**config.mk**
```make
export PLATFORM = sky130hd
export DESIGN_NAME = pcs_coder_top
export DESIGN_NICKNAME = d
export VERILOG_FILES = /design/src/common/pcs_pkg.sv /design/src/design/pcs_coder_top.sv /design/src/design/pcs_decision_steer.sv /design/src/design/pcs_path_select.sv
export SDC_FILE = /design/constraint.sdc
export NUM_CORES = 1
export LEC_CHECK = 0
export ABC_CLOCK_PERIOD_IN_PS = 4300
export BUFFER_PORTS_ARGS = -buffer_cell sky130_fd_sc_hd__buf_4
export CAP_MARGIN = 20
export CORE_ASPECT_RATIO = 0.7
export CORE_UTILIZATION = 50
export CTS_CLUSTER_SIZE = 12
export DETAILED_ROUTE_END_ITERATION = 16
export PLACE_DENSITY = 0.89
export SETUP_SLACK_MARGIN = 0.05
export SLEW_MARGIN = 10
export SYNTH_ARGS = -nofsm -noshare
export SYNTH_HDL_FRONTEND = slang
export SYNTH_HIERARCHICAL = 1
export SYNTH_SLANG_ARGS = --single-unit
```
**constraint.sdc**
```tcl
create_clock -name aclk -period 4.3 [get_ports aclk]
set_input_delay 0.86 -clock aclk [delete_from_list [all_inputs] [get_ports aclk]]
set_output_delay 0.86 -clock aclk [all_outputs]
set_load 0.01 [all_outputs]
```
**src/common/pcs_pkg.sv**
```systemverilog
// constants shared by the coder compander select block
// assumes a 32-bit axi4-lite bus with byte addresses
package pcs_pkg;
	// register map
	localparam int ADDR_W = 8;
	localparam logic [7:0] ADDR_CTRL = 8'h00;
	localparam logic [7:0] ADDR_STATUS = 8'h04;
	localparam logic [7:0] ADDR_COUNT = 8'h08;
	// control fields
	localparam int CTRL_COMP_EN_BIT = 0;
	localparam logic CTRL_COMP_EN_RST = 1'h1;
	// status fields
	localparam int STAT_PCM_BIT = 0;
	localparam int STAT_FIRST_ONE_BIT = 1;
	localparam int STAT_FIRST_ZERO_BIT = 2;
	localparam int STAT_COMP_RESET_BIT = 3;
	localparam int STAT_PATH_ATT_BIT = 4;
	// count of companded channels
	localparam int COUNT_W = 16;
	localparam logic [15:0] COUNT_RST = 16'h0000;
	// bus answers
	localparam logic [1:0] RESP_OKAY = 2'h0;
	localparam logic [1:0] RESP_SLVERR = 2'h2;
	localparam logic [31:0] RDATA_NONE = 32'h0000_0000;
	// register selection
	typedef enum logic [1:0] {
		PCS_SEL_NONE,
		PCS_SEL_CTRL,
		PCS_SEL_STATUS,
		PCS_SEL_COUNT
	} pcs_sel_e;
endpackage

```
**src/design/pcs_coder_top.sv**
```systemverilog
// digital control of a successive approximation coder:
// decision bit flop, first decision store, compander reset, path select
// assumes slot strobes come from logic on aclk; the comparator is a pin
`timescale 1ns/1ps
`default_nettype none
module pcs_coder_top (
	// clock and reset
	input wire logic aclk,
	input wire logic aresetn,
	// slot timing
	input wire logic decision_pulse,
	input wire logic first_slot_strobe,
	input wire logic second_slot_strobe,
	input wire logic coding_start_strobe,
	// comparator pin, high when signal exceeds ladder
	input wire logic signal_above_ladder,
	// decision results
	output logic result_high_q,
	output logic result_low_q,
	output logic pcm_upper_q,
	output logic pcm_lower_q,
	// first decision store
	output logic first_one_q,
	output logic first_zero_q,
	// compander
	output logic compander_reset_q,
	output logic path_amp_q,
	output logic path_att_q,
	// axi4-lite write address
	input wire logic awvalid,
	output logic awready_q,
	input wire logic [pcs_pkg::ADDR_W-1:0] awaddr,
	input wire logic [2:0] awprot,
	// axi4-lite write data
	input wire logic wvalid,
	output logic wready_q,
	input wire logic [31:0] wdata,
	input wire logic [3:0] wstrb,
	// axi4-lite write response
	output logic bvalid_q,
	input wire logic bready,
	output logic [1:0] bresp_q,
	// axi4-lite read address
	input wire logic arvalid,
	output logic arready_q,
	input wire logic [pcs_pkg::ADDR_W-1:0] araddr,
	input wire logic [2:0] arprot,
	// axi4-lite read data
	output logic rvalid_q,
	input wire logic rready,
	output logic [31:0] rdata_q,
	output logic [1:0] rresp_q
);
	// ----------------------------------------
	// register decode
	// ----------------------------------------
	function automatic pcs_pkg::pcs_sel_e reg_sel(input logic [pcs_pkg::ADDR_W-1:0] addr);
		if (addr == pcs_pkg::ADDR_CTRL) begin
			reg_sel = pcs_pkg::PCS_SEL_CTRL;
		end else if (addr == pcs_pkg::ADDR_STATUS) begin
			reg_sel = pcs_pkg::PCS_SEL_STATUS;
		end else if (addr == pcs_pkg::ADDR_COUNT) begin
			reg_sel = pcs_pkg::PCS_SEL_COUNT;
		end else begin
			reg_sel = pcs_pkg::PCS_SEL_NONE;
		end
	endfunction

	// ----------------------------------------
	// declarations
	// ----------------------------------------
	logic above_meta_q;
	logic above_q;
	logic t1_q;
	logic t2_q;
	logic comp_en_q;
	logic [pcs_pkg::COUNT_W-1:0] comp_count_q;
	logic [pcs_pkg::ADDR_W-1:0] aw_addr_q;
	logic [31:0] w_data_q;
	logic [3:0] w_strb_q;
	logic do_write;
	logic upper_term;
	logic lower_term;
	logic [31:0] status_word;
	pcs_pkg::pcs_sel_e wsel;
	pcs_pkg::pcs_sel_e rsel;

	// ----------------------------------------
	// comparator synchroniser
	// ----------------------------------------
	always_ff @(posedge aclk) begin
		if (!aresetn) begin
			above_meta_q <= 1'b0;
			above_q <= 1'b0;
		end else begin
			above_meta_q <= signal_above_ladder;
			above_q <= above_meta_q;
		end
	end

	// ----------------------------------------
	// decision steering
	// ----------------------------------------
	pcs_decision_steer u_steer (
		.aclk(aclk),
		.aresetn(aresetn),
		.decision_pulse(decision_pulse),
		.signal_above(above_q),
		.result_high_q(result_high_q),
		.result_low_q(result_low_q)
	);

	// slot markers aligned with the result pulses
	always_ff @(posedge aclk) begin
		if (!aresetn) begin
			t1_q <= 1'b0;
			t2_q <= 1'b0;
		end else begin
			t1_q <= decision_pulse & first_slot_strobe;
			t2_q <= decision_pulse & second_slot_strobe;
		end
	end

	// ----------------------------------------
	// decision bit flop
	// ----------------------------------------
	always_ff @(posedge aclk) begin
		if (!aresetn) begin
			pcm_upper_q <= 1'b0;
			pcm_lower_q <= 1'b1;
		end else if (result_high_q) begin
			pcm_upper_q <= 1'b1;
			pcm_lower_q <= 1'b0;
		end else if (result_low_q) begin
			pcm_upper_q <= 1'b0;
			pcm_lower_q <= 1'b1;
		end
	end

	// ----------------------------------------
	// first decision store
	// ----------------------------------------
	// a capture coinciding with coding start wins
	always_ff @(posedge aclk) begin
		if (!aresetn) begin
			first_one_q <= 1'b0;
			first_zero_q <= 1'b0;
		end else if (t1_q && (result_high_q || result_low_q)) begin
			first_one_q <= result_high_q;
			first_zero_q <= result_low_q;
		end else if (coding_start_strobe) begin
			first_one_q <= 1'b0;
			first_zero_q <= 1'b0;
		end
	end

	// ----------------------------------------
	// compander reset
	// ----------------------------------------
	assign upper_term = result_high_q & first_one_q & t2_q;
	assign lower_term = result_low_q & first_zero_q & t2_q;

	always_ff @(posedge aclk) begin
		if (!aresetn) begin
			compander_reset_q <= 1'b0;
		end else begin
			compander_reset_q <= comp_en_q & (upper_term | lower_term);
		end
	end

	always_ff @(posedge aclk) begin
		if (!aresetn) begin
			comp_count_q <= pcs_pkg::COUNT_RST;
		end else if (compander_reset_q) begin
			comp_count_q <= comp_count_q + 16'h0001;
		end
	end

	// ----------------------------------------
	// path select
	// ----------------------------------------
	pcs_path_select u_path (
		.aclk(aclk),
		.aresetn(aresetn),
		.coding_start_strobe(coding_start_strobe),
		.compander_reset(compander_reset_q),
		.path_amp_q(path_amp_q),
		.path_att_q(path_att_q)
	);

	// ----------------------------------------
	// axi4-lite write
	// ----------------------------------------
	assign do_write = !awready_q && !wready_q && !bvalid_q;
	assign wsel = reg_sel(aw_addr_q);

	always_ff @(posedge aclk) begin
		if (!aresetn) begin
			awready_q <= 1'b1;
			wready_q <= 1'b1;
			bvalid_q <= 1'b0;
			bresp_q <= pcs_pkg::RESP_OKAY;
			aw_addr_q <= '0;
			w_data_q <= '0;
			w_strb_q <= '0;
		end else begin
			if (awvalid && awready_q) begin
				awready_q <= 1'b0;
				aw_addr_q <= awaddr;
			end
			if (wvalid && wready_q) begin
				wready_q <= 1'b0;
				w_data_q <= wdata;
				w_strb_q <= wstrb;
			end
			if (do_write) begin
				bvalid_q <= 1'b1;
				bresp_q <= (wsel == pcs_pkg::PCS_SEL_NONE) ? pcs_pkg::RESP_SLVERR : pcs_pkg::RESP_OKAY;
			end else if (bvalid_q && bready) begin
				bvalid_q <= 1'b0;
				awready_q <= 1'b1;
				wready_q <= 1'b1;
			end
		end
	end

	// control register, only byte lane 0 holds a field
	always_ff @(posedge aclk) begin
		if (!aresetn) begin
			comp_en_q <= pcs_pkg::CTRL_COMP_EN_RST;
		end else if (do_write && wsel == pcs_pkg::PCS_SEL_CTRL && w_strb_q[0]) begin
			comp_en_q <= w_data_q[pcs_pkg::CTRL_COMP_EN_BIT];
		end
	end

	// ----------------------------------------
	// axi4-lite read
	// ----------------------------------------
	assign rsel = reg_sel(araddr);

	always_comb begin
		status_word = pcs_pkg::RDATA_NONE;
		status_word[pcs_pkg::STAT_PCM_BIT] = pcm_upper_q;
		status_word[pcs_pkg::STAT_FIRST_ONE_BIT] = first_one_q;
		status_word[pcs_pkg::STAT_FIRST_ZERO_BIT] = first_zero_q;
		status_word[pcs_pkg::STAT_COMP_RESET_BIT] = compander_reset_q;
		status_word[pcs_pkg::STAT_PATH_ATT_BIT] = path_att_q;
	end

	always_ff @(posedge aclk) begin
		if (!aresetn) begin
			arready_q <= 1'b1;
			rvalid_q <= 1'b0;
			rdata_q <= pcs_pkg::RDATA_NONE;
			rresp_q <= pcs_pkg::RESP_OKAY;
		end else if (arvalid && arready_q) begin
			arready_q <= 1'b0;
			rvalid_q <= 1'b1;
			rresp_q <= pcs_pkg::RESP_OKAY;
			if (rsel == pcs_pkg::PCS_SEL_CTRL) begin
				rdata_q <= {31'h0000_0000, comp_en_q};
			end else if (rsel == pcs_pkg::PCS_SEL_STATUS) begin
				rdata_q <= status_word;
			end else if (rsel == pcs_pkg::PCS_SEL_COUNT) begin
				rdata_q <= {16'h0000, comp_count_q};
			end else begin
				rdata_q <= pcs_pkg::RDATA_NONE;
				rresp_q <= pcs_pkg::RESP_SLVERR;
			end
		end else if (rvalid_q && rready) begin
			rvalid_q <= 1'b0;
			arready_q <= 1'b1;
		end
	end

	// ----------------------------------------
	// checks
	// ----------------------------------------
	a_bit_follows_high: assert property (@(posedge aclk) disable iff (!aresetn)
		result_high_q |=> pcm_upper_q && !pcm_lower_q)
		else $error("high result did not set the bit flop");
	a_bit_steady: assert property (@(posedge aclk) disable iff (!aresetn)
		!result_high_q && !result_low_q |=> $stable(pcm_upper_q))
		else $error("bit flop changed without a result pulse");
	a_upper_term: assert property (@(posedge aclk) disable iff (!aresetn)
		comp_en_q && result_high_q && first_one_q && t2_q |=> compander_reset_q)
		else $error("leading 11 did not raise compander reset");
	a_lower_term: assert property (@(posedge aclk) disable iff (!aresetn)
		comp_en_q && result_low_q && first_zero_q && t2_q |=> compander_reset_q)
		else $error("leading 00 did not raise compander reset");
	a_reset_needs_slot: assert property (@(posedge aclk) disable iff (!aresetn)
		compander_reset_q |-> $past(t2_q))
		else $error("compander reset outside the second slot");
	a_mixed_no_reset: assert property (@(posedge aclk) disable iff (!aresetn)
		t2_q && ((result_high_q && !first_one_q) || (result_low_q && !first_zero_q))
		|=> !compander_reset_q)
		else $error("compander reset for a mixed leading pair");
	a_first_complement: assert property (@(posedge aclk) disable iff (!aresetn)
		!(first_one_q && first_zero_q))
		else $error("first decision indications both true");
	a_first_capture: assert property (@(posedge aclk) disable iff (!aresetn)
		t1_q && result_low_q |=> first_zero_q && !first_one_q)
		else $error("first zero decision not stored");
	a_read_answer: assert property (@(posedge aclk) disable iff (!aresetn)
		arvalid && arready_q |=> rvalid_q && !arready_q)
		else $error("read not answered in one cycle");
	c_upper_pair: cover property (@(posedge aclk) disable iff (!aresetn)
		upper_term && comp_en_q ##1 compander_reset_q ##1 path_att_q);
	c_lower_pair: cover property (@(posedge aclk) disable iff (!aresetn)
		lower_term && comp_en_q ##1 compander_reset_q);
	c_write_done: cover property (@(posedge aclk) disable iff (!aresetn)
		bvalid_q && bready);
endmodule
`default_nettype wire

```
**src/design/pcs_decision_steer.sv**
```systemverilog
// steers each decision pulse onto the high or low result output
// assumes decision_pulse is a one-cycle strobe on aclk
`timescale 1ns/1ps
`default_nettype none
module pcs_decision_steer (
	// clock and reset
	input wire logic aclk,
	input wire logic aresetn,
	// decision inputs
	input wire logic decision_pulse,
	input wire logic signal_above,
	// result pulses
	output logic result_high_q,
	output logic result_low_q
);
	// ----------------------------------------
	// steering
	// ----------------------------------------
	always_ff @(posedge aclk) begin
		if (!aresetn) begin
			result_high_q <= 1'b0;
			result_low_q <= 1'b0;
		end else begin
			result_high_q <= decision_pulse & signal_above;
			result_low_q <= decision_pulse & ~signal_above;
		end
	end

	// ----------------------------------------
	// checks
	// ----------------------------------------
	a_low_only: assert property (@(posedge aclk) disable iff (!aresetn)
		decision_pulse && !signal_above |=> result_low_q && !result_high_q)
		else $error("ladder above signal must give only a low result");
	a_high_only: assert property (@(posedge aclk) disable iff (!aresetn)
		decision_pulse && signal_above |=> result_high_q && !result_low_q)
		else $error("signal above ladder must give only a high result");
	a_no_stray_result: assert property (@(posedge aclk) disable iff (!aresetn)
		!decision_pulse |=> !result_high_q && !result_low_q)
		else $error("result pulse without a decision pulse");
endmodule
`default_nettype wire

```
**src/design/pcs_path_select.sv**
```systemverilog
// compander select flop driving the complementary path pair
// assumes coding_start_strobe and compander_reset are on aclk
`timescale 1ns/1ps
`default_nettype none
module pcs_path_select (
	// clock and reset
	input wire logic aclk,
	input wire logic aresetn,
	// control
	input wire logic coding_start_strobe,
	input wire logic compander_reset,
	// path select pair
	output logic path_amp_q,
	output logic path_att_q
);
	// ----------------------------------------
	// select flop
	// ----------------------------------------
	// compander reset wins over a coincident coding start
	always_ff @(posedge aclk) begin
		if (!aresetn) begin
			path_amp_q <= 1'b1;
			path_att_q <= 1'b0;
		end else if (compander_reset) begin
			path_amp_q <= 1'b0;
			path_att_q <= 1'b1;
		end else if (coding_start_strobe) begin
			path_amp_q <= 1'b1;
			path_att_q <= 1'b0;
		end
	end

	// ----------------------------------------
	// checks
	// ----------------------------------------
	a_select_complement: assert property (@(posedge aclk) disable iff (!aresetn)
		path_amp_q != path_att_q)
		else $error("path select lines are not complementary");
	a_reset_attenuates: assert property (@(posedge aclk) disable iff (!aresetn)
		compander_reset |=> path_att_q && !path_amp_q)
		else $error("compander reset did not select attenuated path");
	a_hold_attenuate: assert property (@(posedge aclk) disable iff (!aresetn)
		path_att_q && !coding_start_strobe |=> path_att_q)
		else $error("attenuated path dropped before coding start");
	a_start_amplifies: assert property (@(posedge aclk) disable iff (!aresetn)
		coding_start_strobe && !compander_reset |=> path_amp_q)
		else $error("coding start did not select amplified path");
	c_att_then_start: cover property (@(posedge aclk) disable iff (!aresetn)
		path_att_q ##1 coding_start_strobe ##1 path_amp_q);
endmodule
`default_nettype wire

```
==> results.tsv, run 1 <==
metric	value	unit
Total Die Area	5440	um2
Yosys cell types	38	
static leakage	1.40	nW
# setup viols final	0	
Routed Antenna Nets	0	
Worst Hold Slack	0.436	ns
CTS resizes	0	
Die H	62.0	um
DR vias/cell	5.07	
CTS buffer count	9	
# H-tree levels	3	
Synth Area in XOR/XNOR	0.0374	
Comb power frac	0.067	
synth top area cells	dfxtp_1 (49%), buf_4 (5.5%), a21boi_0 (5.0%)	
YS warnings	6	
Syn Area/Cell	9.75	um2
sequential fraction of design power	0.509	
met2 Resource Use GR	0.308	
max_slew headroom	0.600	
GR peak layer	met2	
row count	21	
Critical Path End Type	register	
compound-gate portion of the synthesized area	0.153	
Reg clk slew, reported paths	0.07	ns
Internal	0.930	mW
WP data required	4.58	ns
area added between synthesis and finish	24.2	%
Final Skew	0.00841	ns
Core Area	4860	um2
I/O pin cnt	120	
design area	3200	um2
M1 GR Usage	0.253	
Vias	2014	
Final Max Slew Viols	0	
FMAX	0.491	GHz
worst min-delay path class	reg2reg	
P_sw	0.263	mW
DR iter-0 viols	107	
peak supply drop	0.218	mV
post-synthesis cell area	2570	um2
clk_lat worst skew	0.34	ns
R2R cell count	4	
fraction of layout cells with a size suffix above 1	0.241	
share of the synthesized area in the top cell type	0.490	
IO buf count	61	
biggest regs	comp_count_q: 16 flops, rdata_q: 16 flops, aw_addr_q: 8 flops	
first-pass GRT wire length	7980	um
# clock sinks	63	
n_diodes	0	
adder-cell share of the synthesized area	0.00486	
drt drc	0	
placed insts	382	
Avg WL per Cell	12.7	um
Final period util	0.474	
switch share	0.220	
non-filler cells, final	397	
Starting Density	0.529	
Fill cells	391	
RR Endpoint	comp_count_q[12]$_SDFFE_PN0P_	
Final Critical Period	2.04	ns
Clock Power Share	0.424	
gpl congestion	0.747	
CP Cell Sequence	buf_4, nor4_4, nand4_1, nor3b_4, a221o_1	
post-CTS setup buffer count	0	
slowest cell on the critical path	nor3b_4	
Worst R2R Setup Slack	2.56	ns
Die Width	87.8	um
length of the first detailed-routing pass in iterations	4	
cts hold-fix bufs	0	
nets@finish	395	
Final WS setup	2.26	ns
pin count of the biggest net entering global routing	54	
DP Wirelength	3610	um
Detailed Route WL	5030	um
Critical Path Max Stage Delay	0.58	ns
Hold Fails Final Rpt	0	
grt ovf	0	
CP Class	in2reg	
sequential fraction of the synthesis area	0.490	
P per Cell Area	373	nW/um2
initial antenna violation count	0	
Critical Path Sink	rdata_q[4]$_SDFFE_PN0P_	
CP Data Arrival Time	2.32	ns
slew at the pin with the worst max-slew slack	0.600	ns
mux contribution to synthesized area	0.0117	
RSZ-0062 raised after global routing	no	
GR Util met3	0.0819	
clock root cell	clkbuf_8	
launch point of the worst path	araddr[5]	
CP Launch Type	input port	
Place WS	1.91	ns
TNS Setup	0	ns
crit-path max FO	15	
GRT Resource Usage Total	0.200	
CTS tree	yes	
Synth area leader	dfxtp_1	
R2R Path Start	compander_reset_q$_SDFF_PN0_	
largest family of logic cells by synthesized area	simple AND/OR/NAND/NOR gates	
outcome	completed	
Max clock buf depth	2	
Mapped Cells	264	
vias in the first global route	1741	
placed inst area	3000	um2
post-synthesis simple-gate area fraction	0.228	
Max Cap Violations	0	
synthesized flop and latch total	63	
[worst min path at each step]
stage,startpoint,end,cells past startpoint
after detailed placement,t2_q$_SDFF_PN0_,compander_reset_q$_SDFF_PN0_,2
after CTS,t2_q$_SDFF_PN0_,compander_reset_q$_SDFF_PN0_,2
after global routing,above_meta_q$_SDFF_PN0_,above_q$_SDFF_PN0_,1
after global placement,above_meta_q$_SDFF_PN0_,above_q$_SDFF_PN0_,1
final,t2_q$_SDFF_PN0_,compander_reset_q$_SDFF_PN0_,2
after floorplan,above_meta_q$_SDFF_PN0_,above_q$_SDFF_PN0_,1
[power by group through the flow]
| stage | combinational, mW | clock [mW] | sequential [mW] |
|---|---|---|---|
| after CTS | 0.0801 | 0.516 | 0.607 |
| after global routing | 0.0900 | 0.548 | 0.609 |
| final | 0.0798 | 0.506 | 0.607 |
| after global placement | 0.0780 | 0 | 0.620 |
| after floorplan | 0.0522 | 0 | 0.619 |
| after detailed placement | 0.0800 | 0 | 0.620 |
[worst max-delay path: cells and delay by family]
kind | cells | cell delay, ns
compound gates | 1 | 0.25
buf+inv | 1 | 0.12
simple gates | 3 | 1.09
[cells in the mapped netlist]
cell type,count
conb_1,1
buf_2,1
dfxtp_1,63
nor3b_4,1
a21boi_0,17
nand4_4,1
xor2_1,5
o21a_1,3
nor2b_1,4
and3_1,8
a221o_1,4
and2_1,15
nand3_1,13
and3_2,1
nor3b_1,2
nand4_1,8
clkbuf_1,8
and4_1,2
o21ai_0,12
or3_1,4
nand2b_1,1
xnor2_1,6
a22oi_1,1
buf_4,19
nand3b_1,3
a21oi_1,5
inv_1,2
nor4_1,3
mux2i_1,3
a22o_1,11
clkbuf_2,1
a21boi_1,2
nor2_1,5
and3b_1,1
ha_1,1
nand2_1,24
nor3_1,2
nor4_4,1
[metal layers]
layer	routed length [um]	vias to the layer above
met5	0	-
met1	2350	929
met2	2350	58
met4	38	0
met3	295	6
li1	-	1021
[area by class of cell]
| cell class | count | area [um2] | share of cell area |
|---|---|---|---|
| flip-flops and latches | 63 | 1260 | 0.395 |
| multi-input cells | 187 | 1190 | 0.371 |
| repair buffers | 61 | 458 | 0.143 |
| clock buffers | 12 | 155 | 0.0485 |
| well taps | 69 | 86.3 | 0.0270 |
| clock inverters | 3 | 42.5 | 0.0133 |
| inverters | 2 | 7.51 | 0.00235 |
[cell usage in the layout, fill, tap and decap left out, types with 2 or more instances in the layout]
cell,netlist,layout
a21boi_0,17,17
a21boi_1,2,2
a21oi_1,5,5
a221o_1,4,4
a22o_1,11,11
and2_1,15,15
and3_1,8,8
and4_1,2,2
buf_4,19,61
clkbuf_8,0,11
conb_1,1,18
dfxtp_1,63,63
inv_1,2,2
mux2i_1,3,3
nand2_1,24,24
nand3_1,13,13
nand3b_1,3,3
nand4_1,8,8
nor2_1,5,5
nor2b_1,4,4
nor3_1,2,2
nor3b_1,2,2
nor4_1,3,3
o21a_1,3,3
o21ai_0,12,12
or3_1,4,4
xnor2_1,6,6
xor2_1,5,5
[kinds of logic after synthesis]
| group | count (synthesis) |
|---|---|
| simple gates | 99 |
| flops | 63 |
| compound gates | 55 |
| buf+inv | 31 |
| xor+xnor | 11 |
| mux | 3 |
| fa+ha+maj | 1 |
| other cells | 1 |
[per-stage QoR]
| stage | utilization | power (mW) |
|---|---|---|
| 2_1_floorplan | - | 0.672 |
| 6_report | 0.658 | 1.19 |
| 3_3_place_gp | 0.617 | 0.698 |
| 3_5_place_dp | 0.617 | 0.700 |
| 4_1_cts | 0.658 | 1.20 |
| 5_1_grt | 0.658 | 1.25 |
No activity file was read; power rests on OpenSTA's default activity.
==> run 2, diff against run 1 <==
--- a/config.mk
+++ b/config.mk
@@ -5,14 +5,15 @@
 export SDC_FILE = /design/constraint.sdc
 export NUM_CORES = 1
 export LEC_CHECK = 0
-export ABC_CLOCK_PERIOD_IN_PS = 4300
+export ABC_AREA = 1
+export ABC_CLOCK_PERIOD_IN_PS = 1810
 export BUFFER_PORTS_ARGS = -buffer_cell sky130_fd_sc_hd__buf_4
 export CAP_MARGIN = 20
 export CORE_ASPECT_RATIO = 0.7
-export CORE_UTILIZATION = 50
+export CORE_UTILIZATION = 42
 export CTS_CLUSTER_SIZE = 12
 export DETAILED_ROUTE_END_ITERATION = 16
-export PLACE_DENSITY = 0.89
+export PLACE_DENSITY = 0.79
 export SETUP_SLACK_MARGIN = 0.05
 export SLEW_MARGIN = 10
 export SYNTH_ARGS = -nofsm -noshare
==> constraint.sdc (replaced) <==
create_clock -name aclk -period 1.81 [get_ports aclk]
set_input_delay 0.362 -clock aclk [delete_from_list [all_inputs] [get_ports aclk]]
set_output_delay 0.362 -clock aclk [all_outputs]
set_load 0.01 [all_outputs]
==> results.tsv, run 2 <==
metric	value	unit	change
outcome	complete, but fails checks		
failing checks	DRC		
Mapped Cells	369		+40%
static leakage	1.54	nW	+10%
CTS tree	yes		
clk_lat worst skew	0.34	ns	about the same
most frequent cells in the layout	nand2_1 (79), buf_4 (65), dfxtp_1 (63)		
worst min-delay path class	in2reg		
Fill cells	589		+51%
placed insts	502		+31%
Avg WL per Cell	10.9	um	-14%
grt ovf	0		unchanged
GRT Resource Usage Total	0.182		-0.0182
Vias	2428		+21%
# setup viols final	0		unchanged
Main synth FF type	dfxtp_1		
FMAX	0.688	GHz	
Total Die Area	6770	um2	+24%
M1 GR Usage	0.221		-0.0321
Detailed Route WL	5650	um	+12%
CTS resizes	0		unchanged
sequential fraction of design power	0.457		-0.052
DP Wirelength	4160	um	+15%
met2 Resource Use GR	0.290		-0.0176
drt drc	9		+9
biggest regs	comp_count_q: 16 flops, rdata_q: 16 flops, aw_addr_q: 8 flops		
CTS buffer count	9		unchanged
DR iter-0 viols	103		-3.7%
synth top area cells	dfxtp_1 (47%), nand2_1 (11%), nor2_1 (7.4%)		
WP data required	2.03	ns	-2.55 ns
Core Area	6220	um2	+28%
clock root cell	clkbuf_8		
nets@finish	506		+28%
gpl congestion	0.767		+2.7%
Synth top cells by count	nand2_1 (79), dfxtp_1 (63), nor2_1 (53), inv_1 (36)		
most common cell after layout, fill and taps aside	nand2_1		
first-pass GRT wire length	9630	um	+21%
RR Endpoint	comp_count_q[12]$_SDFFE_PN0P_		
Comb power frac	0.074		+0.007
Syn Area/Cell	7.33	um2	-25%
IO buf count	61		unchanged
GR Util met3	0.0609		-0.0211
max_slew headroom	0.661		+0.0610
R2R Path Start	comp_count_q[0]$_SDFFE_PN0P_		
number of synthesized flops with an enable pin	0		unchanged
worst hold path depth	3		+1
non-filler cells, final	518		+30%
row count	24		+14%
Final Skew	0.0105	ns	+0.00212 ns
Max Cap Violations	0		unchanged
CP Launch Type	register		
CP Data Arrival Time	1.67	ns	-0.65 ns
Max clock buf depth	2		unchanged
length of the first detailed-routing pass in iterations	10		+6
count leader, synth	nand2_1		
initial antenna violation count	0		unchanged
R2R cell count	8		+4
peak supply drop	0.386	mV	+77%
Die Width	97.9	um	+12%
TNS Setup	0	ns	unchanged
YS warnings	6		unchanged
ys async rst share	0		unchanged
Critical Path End Type	register		
P per Cell Area	926	nW/um2	+150%
Hold Path Sink	above_meta_q$_SDFF_PN0_		
DR vias/cell	4.69		-7.6%
pin count of the biggest net entering global routing	29		-46%
slew at the pin with the worst max-slew slack	0.506	ns	-0.0939 ns
Clock Power Share	0.469		+0.045
Final Max Slew Viols	0		unchanged
I/O pin cnt	120		unchanged
Internal	2.47	mW	+170%
area added between synthesis and finish	26.6	%	
synthesized flop and latch total	63		unchanged
sequential fraction of the synthesis area	0.466		-0.0238
Yosys cell types	31		-18%
GR peak layer	met2		
cts hold-fix bufs	0		unchanged
n_diodes	0		unchanged
Hold Fails Final Rpt	0		unchanged
P_sw	0.701	mW	+170%
Worst R2R Setup Slack	0.36	ns	-2.20 ns
Synth area leader	dfxtp_1		
# H-tree levels	3		unchanged
Reg clk slew, reported paths	0.07	ns	about the same
Starting Density	0.435		-0.0943
Routed Antenna Nets	0		unchanged
vias in the first global route	2250		+29%
Die H	69.1	um	+11%
switch share	0.221		+0.000843
fraction of layout cells with a size suffix above 1	0.205		-0.0363
min-delay src	signal_above_ladder		
Final Critical Period	1.45	ns	
post-synthesis cell area	2710	um2	+5.1%
RSZ-0062 raised after global routing	no		
total power	3.17	mW	+170%
Final period util	0.803		
post-CTS setup buffer count	0		unchanged
Worst Hold Slack	0.208	ns	-0.229 ns
CP Class	reg2reg		
share of the synthesized area in the top cell type	0.466		-0.0238
crit-path max FO	6		-9
# clock sinks	63		unchanged
run 2: metal layers:
layer  vias to the layer above  wire, um
met1                      1075      2590
met3                         5       396
li1                       1274         -
met4                         0        43
met2                        74      2620
met5                         -         0
run 2: cell type report:
| class | count | area (um2) | area share |
|---|---|---|---|
| Timing Repair Buffer | 65 | 488 | 0.142 |
| Inverter | 38 | 143 | 0.0417 |
| Tap cell | 78 | 97.6 | 0.0285 |
| Clock inverter | 6 | 108 | 0.0314 |
| Sequential cell | 63 | 1260 | 0.368 |
| Multi-Input combinational cell | 258 | 1190 | 0.347 |
| Clock buffer | 10 | 138 | 0.0402 |
run 2: logic make-up after synthesis:
logic type / synth area share
simple gates: 0.293
buf+inv: 0.117
flops: 0.466
compound gates: 0.111
xor+xnor: 0.00648
fa+ha+maj: 0.00462
other cells: 0.00139
run 2: metrics by stage:
| step | area, um2 | setup WS (ns) | utilization |
|---|---|---|---|
| after floorplan | 2770 | 0.529 | - |
| after global placement | 3180 | 0.204 | 0.511 |
| after detailed placement | 3180 | 0.113 | 0.511 |
| after CTS | 3420 | 0.356 | 0.551 |
| after global routing | 3420 | 0.164 | 0.551 |
| final | 3420 | 0.357 | 0.551 |
run 2: how the worst max path moves through the flow:
stage,start,to
floorplan,compander_reset_q$_SDFF_PN0_,comp_count_q[11]$_SDFFE_PN0P_
global placement,araddr[1],rdata_q[13]$_SDFFE_PN0P_
detailed placement,araddr[1],rdata_q[10]$_SDFFE_PN0P_
CTS,comp_count_q[0]$_SDFFE_PN0P_,comp_count_q[12]$_SDFFE_PN0P_
global route,comp_count_q[0]$_SDFFE_PN0P_,comp_count_q[12]$_SDFFE_PN0P_
finish,comp_count_q[0]$_SDFFE_PN0P_,comp_count_q[12]$_SDFFE_PN0P_
run 2: worst max-delay path, cell delays in order, from the launching register on:
cell and delay, ns:
dfxtp_1 0.40, ha_1 0.21, nand3_2 0.11, nor2_4 0.16, nand2_1 0.11, nor2_1 0.13
nand3_1 0.09, nand2_1 0.08, nor2_1 0.04
run 2: power by group through the flow:
stage | Clock (mW) | Combinational [mW] | Sequential, mW
floorplan | 0 | 0.153 | 1.48
global placement | 0 | 0.229 | 1.48
detailed placement | 0 | 0.236 | 1.48
CTS | 1.52 | 0.236 | 1.45
global route | 1.59 | 0.266 | 1.45
finish | 1.49 | 0.234 | 1.45
